[config.mk]
export PLATFORM = sky130hd
export DESIGN_NAME = gsa_regs
export DESIGN_NICKNAME = d
export VERILOG_FILES = /design/src/gsa_pkg.sv /design/src/gsa_gain_apply.sv /design/src/gsa_regs.sv
export SDC_FILE = /design/constraint.sdc
export NUM_CORES = 1
export LEC_CHECK = 0
export BUFFER_PORTS_ARGS = -buffer_cell sky130_fd_sc_hd__buf_2
export CAP_MARGIN = 40
export CORE_MARGIN = 8
export CORE_UTILIZATION = 50
export CTS_BUF_LIST = sky130_fd_sc_hd__clkbuf_8
export CTS_CLUSTER_SIZE = 8
export DETAILED_ROUTE_END_ITERATION = 6
export PLACE_DENSITY = 0.87
export SYNTH_ARGS = -nofsm -noshare
export SYNTH_HDL_FRONTEND = slang
export SYNTH_SLANG_ARGS = --single-unit
[constraint.sdc]
create_clock -name ref_clk -period 4.1 [get_ports ref_clk]
set_input_delay 0.82 -clock ref_clk [delete_from_list [all_inputs] [get_ports ref_clk]]
set_output_delay 0.82 -clock ref_clk [all_outputs]
set_load 0.005 [all_outputs]
[src/gsa_pkg.sv]
// Purpose: Shared constants for the gain, status and slave address register logic.
// Assumes: 16-bit register words addressed by a 5-bit register address.
// Notes:   Field positions are counted from bit 0 of the register word.

`default_nettype none

package gsa_pkg;

	// ==========================================================
	// Register map
	localparam int             REG_ADDR_W    = 5;
	localparam int             DATA_W        = 16;
	localparam logic [4:0]     ADDR_VOL_GAIN = 5'h0a;
	localparam logic [4:0]     ADDR_NV_GAIN  = 5'h1a;

	// ==========================================================
	// Field positions
	localparam int             POS_GAIN0     = 8;   // Channel n gain at POS_GAIN0 + n
	localparam int             POS_PWR_EVT   = 7;
	localparam int             POS_NV_ACTIVE = 6;
	localparam int             POS_LOCK      = 7;
	localparam int             SLAVE_ADDR_W  = 7;

	// ==========================================================
	// Reference encoding
	localparam int             REF_SEL_W     = 2;
	localparam logic [1:0]     REF_SUPPLY    = 2'h0;  // Supply rail used as reference

	// ==========================================================
	// Reset values
	localparam logic           RST_VOL_GAIN  = 1'b0;
	localparam logic           RST_PWR_EVT   = 1'b1;
	localparam logic           RST_NV_GAIN   = 1'b0;
	localparam logic           RST_LOCK      = 1'b0;
	localparam logic [6:0]     RST_SLAVE_ADR = 7'h00;

endpackage : gsa_pkg

`default_nettype wire

[src/gsa_gain_apply.sv]
// Purpose: Per-channel effective output gain from gain bit and reference choice.
// Assumes: Inputs come from logic on ref_clk.
// Notes:   One register stage, so gain changes show one cycle after the cause.

`timescale 1ns/1ps
`default_nettype none

module gsa_gain_apply #(
	parameter int NUM_CHAN = 2
) (
	// Clock and reset
	input  wire logic                                      ref_clk,
	input  wire logic                                      srst,
	// Per-channel controls
	input  wire logic [NUM_CHAN-1:0]                       gainSel,
	input  wire logic [gsa_pkg::REF_SEL_W*NUM_CHAN-1:0]    refSel,
	// Effective gain, high for double gain
	output var  logic [NUM_CHAN-1:0]                       doubleGain_ff
);

	// ==========================================================
	// Gain resolution per channel
	logic [NUM_CHAN-1:0] nxt_doubleGain;

	genvar ch;
	generate
		for (ch = 0; ch < NUM_CHAN; ch++)
		begin : g_chan
			// Supply reference forces unity gain whatever the bit holds
			assign nxt_doubleGain[ch] = gainSel[ch] &&
				(refSel[ch*gsa_pkg::REF_SEL_W +: gsa_pkg::REF_SEL_W] != gsa_pkg::REF_SUPPLY); // [RQ4]
		end
	endgenerate

	// Registered so the analog control never sees decode glitches
	always_ff @(posedge ref_clk)
	begin
		if (srst)
			doubleGain_ff <= '0;
		else
			doubleGain_ff <= nxt_doubleGain;
	end

endmodule : gsa_gain_apply

`default_nettype wire

[src/gsa_regs.sv]
// Purpose: Volatile gain/status word and nonvolatile gain/slave address word.
// Assumes: Register port driven by the serial protocol engine on ref_clk;
//          srst is the power-on / brown-out reset of the device.
// Notes:   Reads answer one cycle after the strobe; a read clears the power flag
//          only after its value has been captured into the read data.

`timescale 1ns/1ps
`default_nettype none

// Operation
// [RQ1] Unimplemented gain/status bits always read zero
// [RQ2] Bit 9 picks second channel double gain
// [RQ3] Bit 8 picks first channel double gain
// [RQ4] Supply reference forces unity gain per channel
// [RQ5] Bit 7 shows power event since read
// [RQ6] Reading gain/status clears the power flag
// [RQ7] Bit 6 shows nonvolatile write in progress
// [RQ8] During nonvolatile write, only volatile commands
// [RQ9] Nonvolatile gain word lives at 1Ah
// [RQ10] Nonvolatile word carries lock status and address
// [RQ11] Volatile gain/status word lives at 0Ah
// [RQ12] Lock status mirrors config; lock freezes address
// [RQ13] Low seven bits hold slave address
// [RQ14] Power flag captured before clearing on read
module gsa_regs #(
	parameter int         NUM_CHAN       = 2,
	parameter logic [6:0] RST_SLAVE_ADDR = gsa_pkg::RST_SLAVE_ADR
) (
	// Clock and reset
	input  wire logic                                      ref_clk,
	input  wire logic                                      srst,
	// Register port from the protocol engine
	input  wire logic [gsa_pkg::REG_ADDR_W-1:0]            regAddr,
	input  wire logic                                      regWr,
	input  wire logic [gsa_pkg::DATA_W-1:0]                regWrData,
	input  wire logic                                      regRd,
	output var  logic [gsa_pkg::DATA_W-1:0]                readData_ff,
	output var  logic                                      readValid_ff,
	output var  logic                                      readHit_ff,
	output var  logic                                      cmdRefused_ff,
	// Device status and configuration inputs
	input  wire logic                                      porEvent,
	input  wire logic                                      nvWriteActive,
	input  wire logic [gsa_pkg::REF_SEL_W*NUM_CHAN-1:0]    chanRefSel,
	input  wire logic                                      lockSetCmd,
	input  wire logic                                      hvUnlockCmd,
	// Gain controls toward the output drivers
	output var  logic [NUM_CHAN-1:0]                       chanDoubleGain_ff,
	// Nonvolatile image and write request toward the memory engine
	output var  logic [NUM_CHAN-1:0]                       nvGainSel_ff,
	output var  logic [gsa_pkg::SLAVE_ADDR_W-1:0]          slaveAddrBits_ff,
	output var  logic                                      addrLockStatus_ff,
	output var  logic                                      nvWriteReq_ff,
	output var  logic [gsa_pkg::DATA_W-1:0]                nvWriteData_ff
);

	// ==========================================================
	// Widths derived from the channel count
	localparam int UPPER_W = gsa_pkg::DATA_W - gsa_pkg::POS_GAIN0 - NUM_CHAN;
	localparam int NV_UP_W = gsa_pkg::DATA_W - gsa_pkg::POS_GAIN0 - NUM_CHAN;

	// ==========================================================
	// State
	logic [NUM_CHAN-1:0] volGainSel_ff;   // Volatile gain bits
	logic                pwrEvt_ff;       // Power event flag, clear on read

	// ==========================================================
	// Address decode
	wire logic hitVol      = (regAddr == gsa_pkg::ADDR_VOL_GAIN); // [RQ11]
	wire logic hitNv       = (regAddr == gsa_pkg::ADDR_NV_GAIN);  // [RQ9]
	wire logic wrVol       = regWr && hitVol;
	wire logic rdVol       = regRd && hitVol;
	// Nonvolatile access blocked while the memory engine is busy
	wire logic nvBusy      = nvWriteActive;
	wire logic wrNvOk      = regWr && hitNv && !nvBusy;                          // [RQ8]
	wire logic rdNvOk      = regRd && hitNv && !nvBusy;                          // [RQ8]
	wire logic nvRefused   = (regWr || regRd) && hitNv && nvBusy;                // [RQ8]
	// Address field writable only while unlocked
	wire logic wrAddrOk    = wrNvOk && !addrLockStatus_ff;                       // [RQ12]

	// ==========================================================
	// Word assembly; unused positions are tied low
	wire logic [gsa_pkg::DATA_W-1:0] volWord = {
		{UPPER_W{1'b0}},
		volGainSel_ff,
		pwrEvt_ff,                                                    // [RQ5]
		nvWriteActive,                                                // [RQ7]
		{gsa_pkg::POS_NV_ACTIVE{1'b0}}                                // [RQ1]
	};
	wire logic [gsa_pkg::DATA_W-1:0] nvWord = {
		{NV_UP_W{1'b0}},
		nvGainSel_ff,
		addrLockStatus_ff,                                            // [RQ10]
		slaveAddrBits_ff                                              // [RQ13]
	};

	// Next values of the register fields
	wire logic [NUM_CHAN-1:0] wrGain =
		regWrData[gsa_pkg::POS_GAIN0 +: NUM_CHAN];                    // [RQ2] [RQ3]
	wire logic [NUM_CHAN-1:0] nxt_volGainSel = wrVol ? wrGain : volGainSel_ff;
	wire logic [NUM_CHAN-1:0] nxt_nvGainSel  = wrNvOk ? wrGain : nvGainSel_ff;
	wire logic [gsa_pkg::SLAVE_ADDR_W-1:0] nxt_slaveAddrBits = wrAddrOk ?
		regWrData[gsa_pkg::SLAVE_ADDR_W-1:0] : slaveAddrBits_ff;      // [RQ13]
	// A fresh power event beats the clear of a read in the same cycle
	wire logic nxt_pwrEvt = porEvent ? 1'b1 : (rdVol ? 1'b0 : pwrEvt_ff); // [RQ6]
	// Unlock by high-voltage command wins over a lock request
	wire logic nxt_addrLock = hvUnlockCmd ? 1'b0 :
		(lockSetCmd ? 1'b1 : addrLockStatus_ff);                      // [RQ12]

	// Read selection; refused or unmapped reads return zero
	wire logic [gsa_pkg::DATA_W-1:0] nxt_readData =
		rdVol  ? volWord :                                            // [RQ14]
		rdNvOk ? nvWord  : '0;
	// Image sent to the memory engine; lock bit is read-only
	wire logic [gsa_pkg::DATA_W-1:0] nxt_nvWriteData = {
		{NV_UP_W{1'b0}},
		nxt_nvGainSel,
		addrLockStatus_ff,
		nxt_slaveAddrBits
	};

	// ==========================================================
	// Volatile gain and power flag; flag sets at power-up reset
	always_ff @(posedge ref_clk)
	begin
		if (srst)
		begin
			volGainSel_ff <= {NUM_CHAN{gsa_pkg::RST_VOL_GAIN}};
			pwrEvt_ff     <= gsa_pkg::RST_PWR_EVT;                    // [RQ5]
		end
		else
		begin
			volGainSel_ff <= nxt_volGainSel;                          // [RQ2] [RQ3]
			pwrEvt_ff     <= nxt_pwrEvt;                              // [RQ6]
		end
	end

	// Nonvolatile image and lock state
	always_ff @(posedge ref_clk)
	begin
		if (srst)
		begin
			nvGainSel_ff      <= {NUM_CHAN{gsa_pkg::RST_NV_GAIN}};
			slaveAddrBits_ff  <= RST_SLAVE_ADDR;
			addrLockStatus_ff <= gsa_pkg::RST_LOCK;
		end
		else
		begin
			nvGainSel_ff      <= nxt_nvGainSel;                       // [RQ9]
			slaveAddrBits_ff  <= nxt_slaveAddrBits;                   // [RQ12]
			addrLockStatus_ff <= nxt_addrLock;
		end
	end

	// Read answer, refusal and write request, all one cycle after the strobe
	always_ff @(posedge ref_clk)
	begin
		if (srst)
		begin
			readData_ff    <= '0;
			readValid_ff   <= 1'b0;
			readHit_ff     <= 1'b0;
			cmdRefused_ff  <= 1'b0;
			nvWriteReq_ff  <= 1'b0;
			nvWriteData_ff <= '0;
		end
		else
		begin
			readData_ff    <= nxt_readData;                           // [RQ14]
			readValid_ff   <= regRd;
			readHit_ff     <= rdVol || rdNvOk;
			cmdRefused_ff  <= nvRefused;                              // [RQ8]
			nvWriteReq_ff  <= wrNvOk;
			nvWriteData_ff <= wrNvOk ? nxt_nvWriteData : nvWriteData_ff;
		end
	end

	// ==========================================================
	// Effective gain toward the drivers
	gsa_gain_apply #(
		.NUM_CHAN      (NUM_CHAN)
	) u_gain_apply (
		.ref_clk       (ref_clk),
		.srst          (srst),
		.gainSel       (volGainSel_ff),
		.refSel        (chanRefSel),
		.doubleGain_ff (chanDoubleGain_ff)
	);

	// ==========================================================
	// Assertions
	property p_zeroBits;
		@(posedge ref_clk) disable iff (srst)
		rdVol |=> (readData_ff[gsa_pkg::POS_NV_ACTIVE-1:0] == '0) &&
			(readData_ff[gsa_pkg::DATA_W-1:gsa_pkg::POS_GAIN0+NUM_CHAN] == '0);
	endproperty
	a_zeroBits: assert property (p_zeroBits) else $error("unused bits not zero"); // [RQ1]

	property p_gain0;
		@(posedge ref_clk) disable iff (srst)
		wrVol |=> (volGainSel_ff[0] == $past(regWrData[gsa_pkg::POS_GAIN0]));
	endproperty
	a_gain0: assert property (p_gain0) else $error("first gain bit not stored"); // [RQ3]

	generate
		if (NUM_CHAN > 1)
		begin : g_gain1_chk
			property p_gain1;
				@(posedge ref_clk) disable iff (srst)
				wrVol |=> (volGainSel_ff[1] == $past(regWrData[gsa_pkg::POS_GAIN0+1]));
			endproperty
			a_gain1: assert property (p_gain1) else $error("second gain bit not stored"); // [RQ2]
		end
	endgenerate

	property p_supplyUnity;
		@(posedge ref_clk) disable iff (srst)
		chanDoubleGain_ff[0] |->
			($past(chanRefSel[gsa_pkg::REF_SEL_W-1:0]) != gsa_pkg::REF_SUPPLY) &&
			$past(volGainSel_ff[0]);
	endproperty
	a_supplyUnity: assert property (p_supplyUnity) else $error("double gain on supply"); // [RQ4]

	property p_pwrShown;
		@(posedge ref_clk) disable iff (srst)
		rdVol |=> readValid_ff && (readData_ff[gsa_pkg::POS_PWR_EVT] == $past(pwrEvt_ff));
	endproperty
	a_pwrShown: assert property (p_pwrShown) else $error("power flag misread"); // [RQ5]

	property p_pwrClear;
		@(posedge ref_clk) disable iff (srst)
		(rdVol && !porEvent) |=> !pwrEvt_ff ##1 (pwrEvt_ff == $past(porEvent));
	endproperty
	a_pwrClear: assert property (p_pwrClear) else $error("power flag not cleared"); // [RQ6]

	property p_pwrFirstRead;
		@(posedge ref_clk) disable iff (srst)
		(rdVol && pwrEvt_ff) |=> readValid_ff && readData_ff[gsa_pkg::POS_PWR_EVT];
	endproperty
	a_pwrFirstRead: assert property (p_pwrFirstRead) else $error("reset event lost"); // [RQ14]

	property p_nvActive;
		@(posedge ref_clk) disable iff (srst)
		rdVol |=> (readData_ff[gsa_pkg::POS_NV_ACTIVE] == $past(nvWriteActive));
	endproperty
	a_nvActive: assert property (p_nvActive) else $error("write active misread"); // [RQ7]

	property p_nvBlock;
		@(posedge ref_clk) disable iff (srst)
		(regWr && hitNv && nvWriteActive) |=>
			cmdRefused_ff && !nvWriteReq_ff && $stable(nvGainSel_ff) &&
			$stable(slaveAddrBits_ff);
	endproperty
	a_nvBlock: assert property (p_nvBlock) else $error("nv write during busy"); // [RQ8]

	property p_nvRead;
		@(posedge ref_clk) disable iff (srst)
		rdNvOk |=> readHit_ff &&
			(readData_ff[gsa_pkg::POS_LOCK] == $past(addrLockStatus_ff)) &&
			(readData_ff[gsa_pkg::POS_GAIN0 +: NUM_CHAN] == $past(nvGainSel_ff));
	endproperty
	a_nvRead: assert property (p_nvRead) else $error("nv word misread"); // [RQ9] [RQ10]

	property p_volMapped;
		@(posedge ref_clk) disable iff (srst)
		(regRd && !hitVol && !hitNv) |=> readValid_ff && !readHit_ff && (readData_ff == '0);
	endproperty
	a_volMapped: assert property (p_volMapped) else $error("unmapped read answered"); // [RQ11]

	property p_lockHold;
		@(posedge ref_clk) disable iff (srst)
		(wrNvOk && addrLockStatus_ff) |=> $stable(slaveAddrBits_ff) && nvWriteReq_ff;
	endproperty
	a_lockHold: assert property (p_lockHold) else $error("locked address changed"); // [RQ12]

	property p_addrStore;
		@(posedge ref_clk) disable iff (srst)
		wrAddrOk |=> (slaveAddrBits_ff == $past(regWrData[gsa_pkg::SLAVE_ADDR_W-1:0])) &&
			nvWriteReq_ff;
	endproperty
	a_addrStore: assert property (p_addrStore) else $error("address not stored"); // [RQ13]

endmodule : gsa_regs

`default_nettype wire

==> flow_summary.toml, run 1 <==
[final_layout]
nets = 260
diodes = 0
drive_gt1_share_pct = 31.7
area_growth_pct = 23.0
instances_no_fill = 271
filler_cell_count = 275

[critical_path]
max_stage_delay_ps = 700
path_cells = "buf_2 > or3b_1 > nor3_1 > and2_1"
end_kind = "flop"
slowest_stage = "nor3_1"
critPathArrivalTime_ps = 2360
criticalPathCategory = "input pin to flop"
reg2reg_from = "addrLockStatus_ff"
crit_path_start = "nvWriteActive"
critPathLaunchType = "input pin"
cp.required_ps = 4320
path_max_fanout = 6

[timing]
rsz0062_at_grt = "false"
clock.fmax_mhz = 468
finalCritPeriodShare_pct = 52.2
fin_skew_ps = 3.54
worst_slew_pin_slew_ps = 803
hold_viol_final = 0
slew_viol_final = 0
fin_setup_tns_ps = 0
timing.final.crit_period_ps = 2140
finalSetupViolations = 0
timing.final.ws_setup_ps = 1960
max-slew-margin-rel_pct = 46.1

[clocking]
h-tree-depth = 2
tritoncts = "done"
cts_hold_buf = 0
clk_latency_ps = 280
post_cts_resized = 0
cts_buffers = 5
root_buffer = "clkbuf_8"
cts_sinks = 39
clockBufferDepth = 2
path_clk_slew_ps = 70
post_cts_buffers = 0

[yosys]
synth_seq_area_share_pct = 49.6
syn_avg_cell_area_um2 = 9.38
yosysWarnings = 0
ys_seq_elements = 39
syn-cell-area_mm2 = 0.00158
post_synth_num_cell_types = 29
syn_inst = 168

[global_route]
grt_antenna_before_repair = 0
overflow = 0
grt_usage_pct = 15.1
grt_pass1_vias = 1291
grt_pass1_wl_mm = 6.20
grt_max_degree = 25

[detailed_routing]
via_count = 1351
drt_pass1_iterations = 4
postRouteAntennaNets = 0
vias_per_cell = 4.99
drc = 0
drt_iter0_markers = 145
totalWireLength_mm = 3.82
wl_per_cell_um = 14.1

[placement]
gp_congestion = 0.800
pre_cts_slack_ps = 1680
dp.cells = 264
port_buffers = 61
hpwl_mm = 2.81

[power_and_ir_drop]
power.leakage_nw = 0.874
ir_drop_mv = 0.258
power_density_mw_per_mm2 = 354

[floorplan]
dieHeight_um = 72.1
die_area_mm2 = 0.00520
die_w_um = 72.1
pin_count = 81
initial_core_util_pct = 52.0
rows = 20
core_mm2 = 0.00303

[min_path]
hold_class = "flop to flop"
hp-start = "nvWriteData_ff[9]"

[outcome]
status = "complete, no violations"

[job]
drv_cap = 0
## power by group
part / switching, mW / leakage [nW] / internal (mW)
Sequential: 0.00330 / 0.315 / 0.381
Clock: 0.123 / 0.0470 / 0.132
Combinational: 0.0277 / 0.512 / 0.0184
## layout make-up
type / count / area (um2) / share of cell area (%)
clock inverter: 1 / 5.00 / 0.258
timing repair buffer: 62 / 313 / 16.1
multi-input combinational: 116 / 689 / 35.6
inverter: 3 / 11.3 / 0.581
sequential: 39 / 781 / 40.3
tap: 44 / 55.1 / 2.84
clock buffer: 6 / 82.6 / 4.26
## cell usage after synthesis
master    instances  share of area [%]
nor4_1            1               0.40
clkbuf_1          4               0.95
buf_6             1               0.71
a21oi_1          12                3.8
nand4_1           2               0.79
a211o_1           1               0.56
o31ai_1           1               0.48
mux2i_1          16                 10
inv_1             3               0.71
nor4_4            1                1.4
nor2_1            8                1.9
dfxtp_1          39                 50
or3b_1            1               0.56
nand3_1          10                3.2
and3_1            1               0.40
a211oi_1          7                3.3
o21ai_0           6                1.9
nor3_1            3               0.95
nand2b_1          1               0.40
buf_2             3               0.95
buf_4            12                5.7
nor3b_1           1               0.48
nand3b_1          1               0.48
and3b_1           1               0.56
conb_1            1               0.24
and4bb_2          2                1.6
and2_1            6                2.4
buf_1             1               0.24
nand2_1          22                5.2
## layer usage
layer,up-vias,GRT usage [%],wire (um)
met3,5,6.89,372
met2,50,25.4,1840
met4,0,6.80,64
met1,621,15.8,1550
met5,-,0,0
li1,675,-,-
## stage by stage
stage	power (mW)	hold WS, ps	cell area (um2)	util, %
after floorplan	0.427	435	1620	-
after global placement	0.438	444	1850	61.1
after detailed placement	0.439	452	1850	61.1
after CTS	0.690	466	1940	64.0
after global routing	0.712	479	1940	64.0
final	0.685	465	1940	64.0
## placed cells by master (no fill, tap or decap)
master | netlist | final
clkinv_2 | 0 | 1
a211o_1 | 1 | 1
dfxtp_1 | 39 | 39
buf_4 | 12 | 1
nand3_1 | 10 | 10
or3b_1 | 1 | 1
and2_1 | 6 | 6
and3_1 | 1 | 1
nand3b_1 | 1 | 1
a21oi_1 | 12 | 12
nor3b_1 | 1 | 1
nand2_1 | 22 | 22
buf_2 | 3 | 61
clkbuf_8 | 0 | 6
and4bb_2 | 2 | 2
and3b_1 | 1 | 1
nand4_1 | 2 | 2
nor4_1 | 1 | 1
a211oi_1 | 7 | 7
nor3_1 | 3 | 3
inv_1 | 3 | 3
nor4_4 | 1 | 1
o31ai_1 | 1 | 1
conb_1 | 1 | 12
mux2i_1 | 16 | 16
nor2_1 | 8 | 8
o21ai_0 | 6 | 6
nand2b_1 | 1 | 1
## final timing paths
check,to,slack [ps],cells past startpoint
worst max-delay path,readData_ff[1],1960,4
worst min register to register,nvWriteData_ff[9],470,2
worst max register to register,slaveAddrBits_ff[4],2500,2
worst min-delay path,nvWriteData_ff[9],470,2
## logic make-up (layout without fill, tap and decap cells)
logic type	count (synthesis)	in the layout	synth area share, %
buffers and inverters	24	72	9.29
multiplexers	16	16	10.2
AND/OR/NAND/NOR	61	61	20.7
flip-flops	39	39	49.6
other	1	12	0.238
AO/OA/AOI/OAI	27	27	10.1
## sequential cells by signal, summed over array words and instances (netlist names)
name                        cells
readHit_ff                      1
nvWriteData_ff                 10
readValid_ff                    1
nvWriteReq_ff                   1
addrLockStatus_ff               1
readData_ff                    10
nvGainSel_ff                    2
slaveAddrBits_ff                7
volGainSel_ff                   2
pwrEvt_ff                       1
cmdRefused_ff                   1
u_gain_apply.doubleGain_ff      2
## critical path: cells and delay by family
family,cells,cell delay (ps)
buf+inv,1,130
simple gates,3,1410
No activity file was read; power rests on OpenSTA's default activity.
==> inputs of run 2 (changes only) <==
--- a/config.mk
+++ b/config.mk
@@ -8,11 +8,11 @@
 export BUFFER_PORTS_ARGS = -buffer_cell sky130_fd_sc_hd__buf_2
 export CAP_MARGIN = 40
 export CORE_MARGIN = 8
-export CORE_UTILIZATION = 50
+export CORE_UTILIZATION = 42
 export CTS_BUF_LIST = sky130_fd_sc_hd__clkbuf_8
 export CTS_CLUSTER_SIZE = 8
 export DETAILED_ROUTE_END_ITERATION = 6
-export PLACE_DENSITY = 0.87
+export PLACE_DENSITY = 0.78
 export SYNTH_ARGS = -nofsm -noshare
 export SYNTH_HDL_FRONTEND = slang
 export SYNTH_SLANG_ARGS = --single-unit
==> constraint.sdc (replaced) <==
create_clock -name ref_clk -period 1.8 [get_ports ref_clk]
set_input_delay 0.36 -clock ref_clk [delete_from_list [all_inputs] [get_ports ref_clk]]
set_output_delay 0.36 -clock ref_clk [all_outputs]
set_load 0.005 [all_outputs]
==> flow_summary.toml, run 2 (synthesis results as in run 1) <==
[critical_path]
criticalPathCategory = "flop to output pin"
slowest_stage = "dfxtp_1"
end_kind = "output pin"
path_cells = "buf_2"
critPathArrivalTime_ps = 1290
cp_num_buf_inv = 1
path_delay_family = "flip-flops"
cp.required_ps = 1440
critPathLaunchType = "flop"
max_stage_delay_ps = 770
reg2reg_setup_slack_ps = 430
path_max_fanout = 12

[timing]
hold_viol_final = 0
fin_skew_ps = 3.32
finalSetupViolations = 0
fin_setup_tns_ps = 0
finalCritPeriodShare_pct = 91.7
worst_slew_pin_slew_ps = 698
clock.fmax_mhz = 606
timing.final.crit_period_ps = 1650
rsz0062_at_grt = "false"
slew_viol_final = 0
max-slew-margin-rel_pct = 53.4

[power_and_ir_drop]
ir_drop_mv = 0.627
finalPower_mw = 1.53
power_density_mw_per_mm2 = 764
power.leakage_nw = 0.916

[global_route]
grt_pass1_vias = 1329
grt_usage_pct = 13.0
grt_pass1_wl_mm = 6.41
grt_max_degree = 17
overflow = 0
grt_antenna_before_repair = 0

[final_layout]
final_common_cell = "buf_2"
diodes = 0
drive_gt1_share_pct = 32.9
reg_top3 = "nvWriteData_ff: 10 flops, readData_ff: 10 flops, slaveAddrBits_ff: 7 flops"
mostFrequentLayoutCells = "buf_2 (61), dfxtp_1 (39), nand2_1 (22)"
area_growth_pct = 27.3
filler_cell_count = 386
nets = 266

[clocking]
cts_sinks = 39
cts_hold_buf = 0
root_buffer = "clkbuf_8"
path_clk_slew_ps = 70
post_cts_buffers = 0
clk_latency_ps = 280
post_cts_resized = 0
clockBufferDepth = 2
h-tree-depth = 2
tritoncts = "done"
cts_buffers = 5

[detailed_routing]
drc = 0
postRouteAntennaNets = 0
drt_iter0_markers = 104
wl_per_cell_um = 13.6
via_count = 1349
drt_pass1_iterations = 4
totalWireLength_mm = 3.84
vias_per_cell = 4.78

[floorplan]
die_w_um = 77.2
pin_count = 81
initial_core_util_pct = 43.4
dieHeight_um = 77.2
core_mm2 = 0.00363
rows = 22
die_area_mm2 = 0.00597

[placement]
hpwl_mm = 2.90
port_buffers = 61
gp_congestion = 0.765

[min_path]
hold_class = "input pin to flop"

[job]
drv_cap = 0

[outcome]
status = "complete, no violations"
-- run 2: cell types whose count changed in the layout (fill, tap and decap cells not counted) --
| cell | previous run | this run |
|---|---|---|
| buf_4 | 1 | 5 |
| clkbuf_8 | 6 | 5 |
| buf_12 | 0 | 2 |
| inv_1 | 3 | 5 |
-- run 2: final cells by class --
cell class              instances  area, um2  area share, %
clock buffers                   5       68.8           3.43
inverters                       3       11.3          0.561
repair buffers                 68        383           19.1
multi-input cells             116        689           34.4
flip-flops and latches         39        781           38.9
clock inverters                 3       12.5          0.624
well taps                      48       60.1           2.99
-- run 2: path summary, 6_finish.rpt --
kind	start	end	cells after the start
setup / recovery	addrLockStatus_ff	addrLockStatus_ff	1
hold / removal	hvUnlockCmd	addrLockStatus_ff	2
setup reg to reg	addrLockStatus_ff	slaveAddrBits_ff[0]	3
hold reg to reg	nvWriteData_ff[9]	nvWriteData_ff[9]	2
-- run 2: stage by stage --
| stage | cell area (um2) | worst slack, ps | cells | hold slack [ps] | utilization (%) |
|---|---|---|---|---|---|
| final | 2010 | 150 | 282 | 229 | 55.2 |
| after global placement | 1920 | 200 | 274 | 445 | 53.0 |
| after floorplan | 1620 | 253 | 179 | 435 | - |
| after CTS | 2010 | 143 | 282 | 221 | 55.2 |
| after detailed placement | 1920 | 190 | 274 | 460 | 53.0 |
| after global routing | 2010 | 81.4 | 282 | 233 | 55.2 |
-- run 2: power by group --
part / internal (mW) / leakage, nW / switching [mW]
Clock: 0.260 / 0.0505 / 0.281
Combinational: 0.0503 / 0.551 / 0.0651
Sequential: 0.868 / 0.315 / 0.00780
Total: 1.18 / 0.916 / 0.354
-- run 2: routing by layer --
layer / vias to the layer above / track usage, % / routed length (um)
met5: - / 0 / 0
met4: 0 / 5.66 / 50
met3: 5 / 4.43 / 256
met2: 47 / 20.2 / 1820
met1: 613 / 15.9 / 1710
li1: 684 / - / -
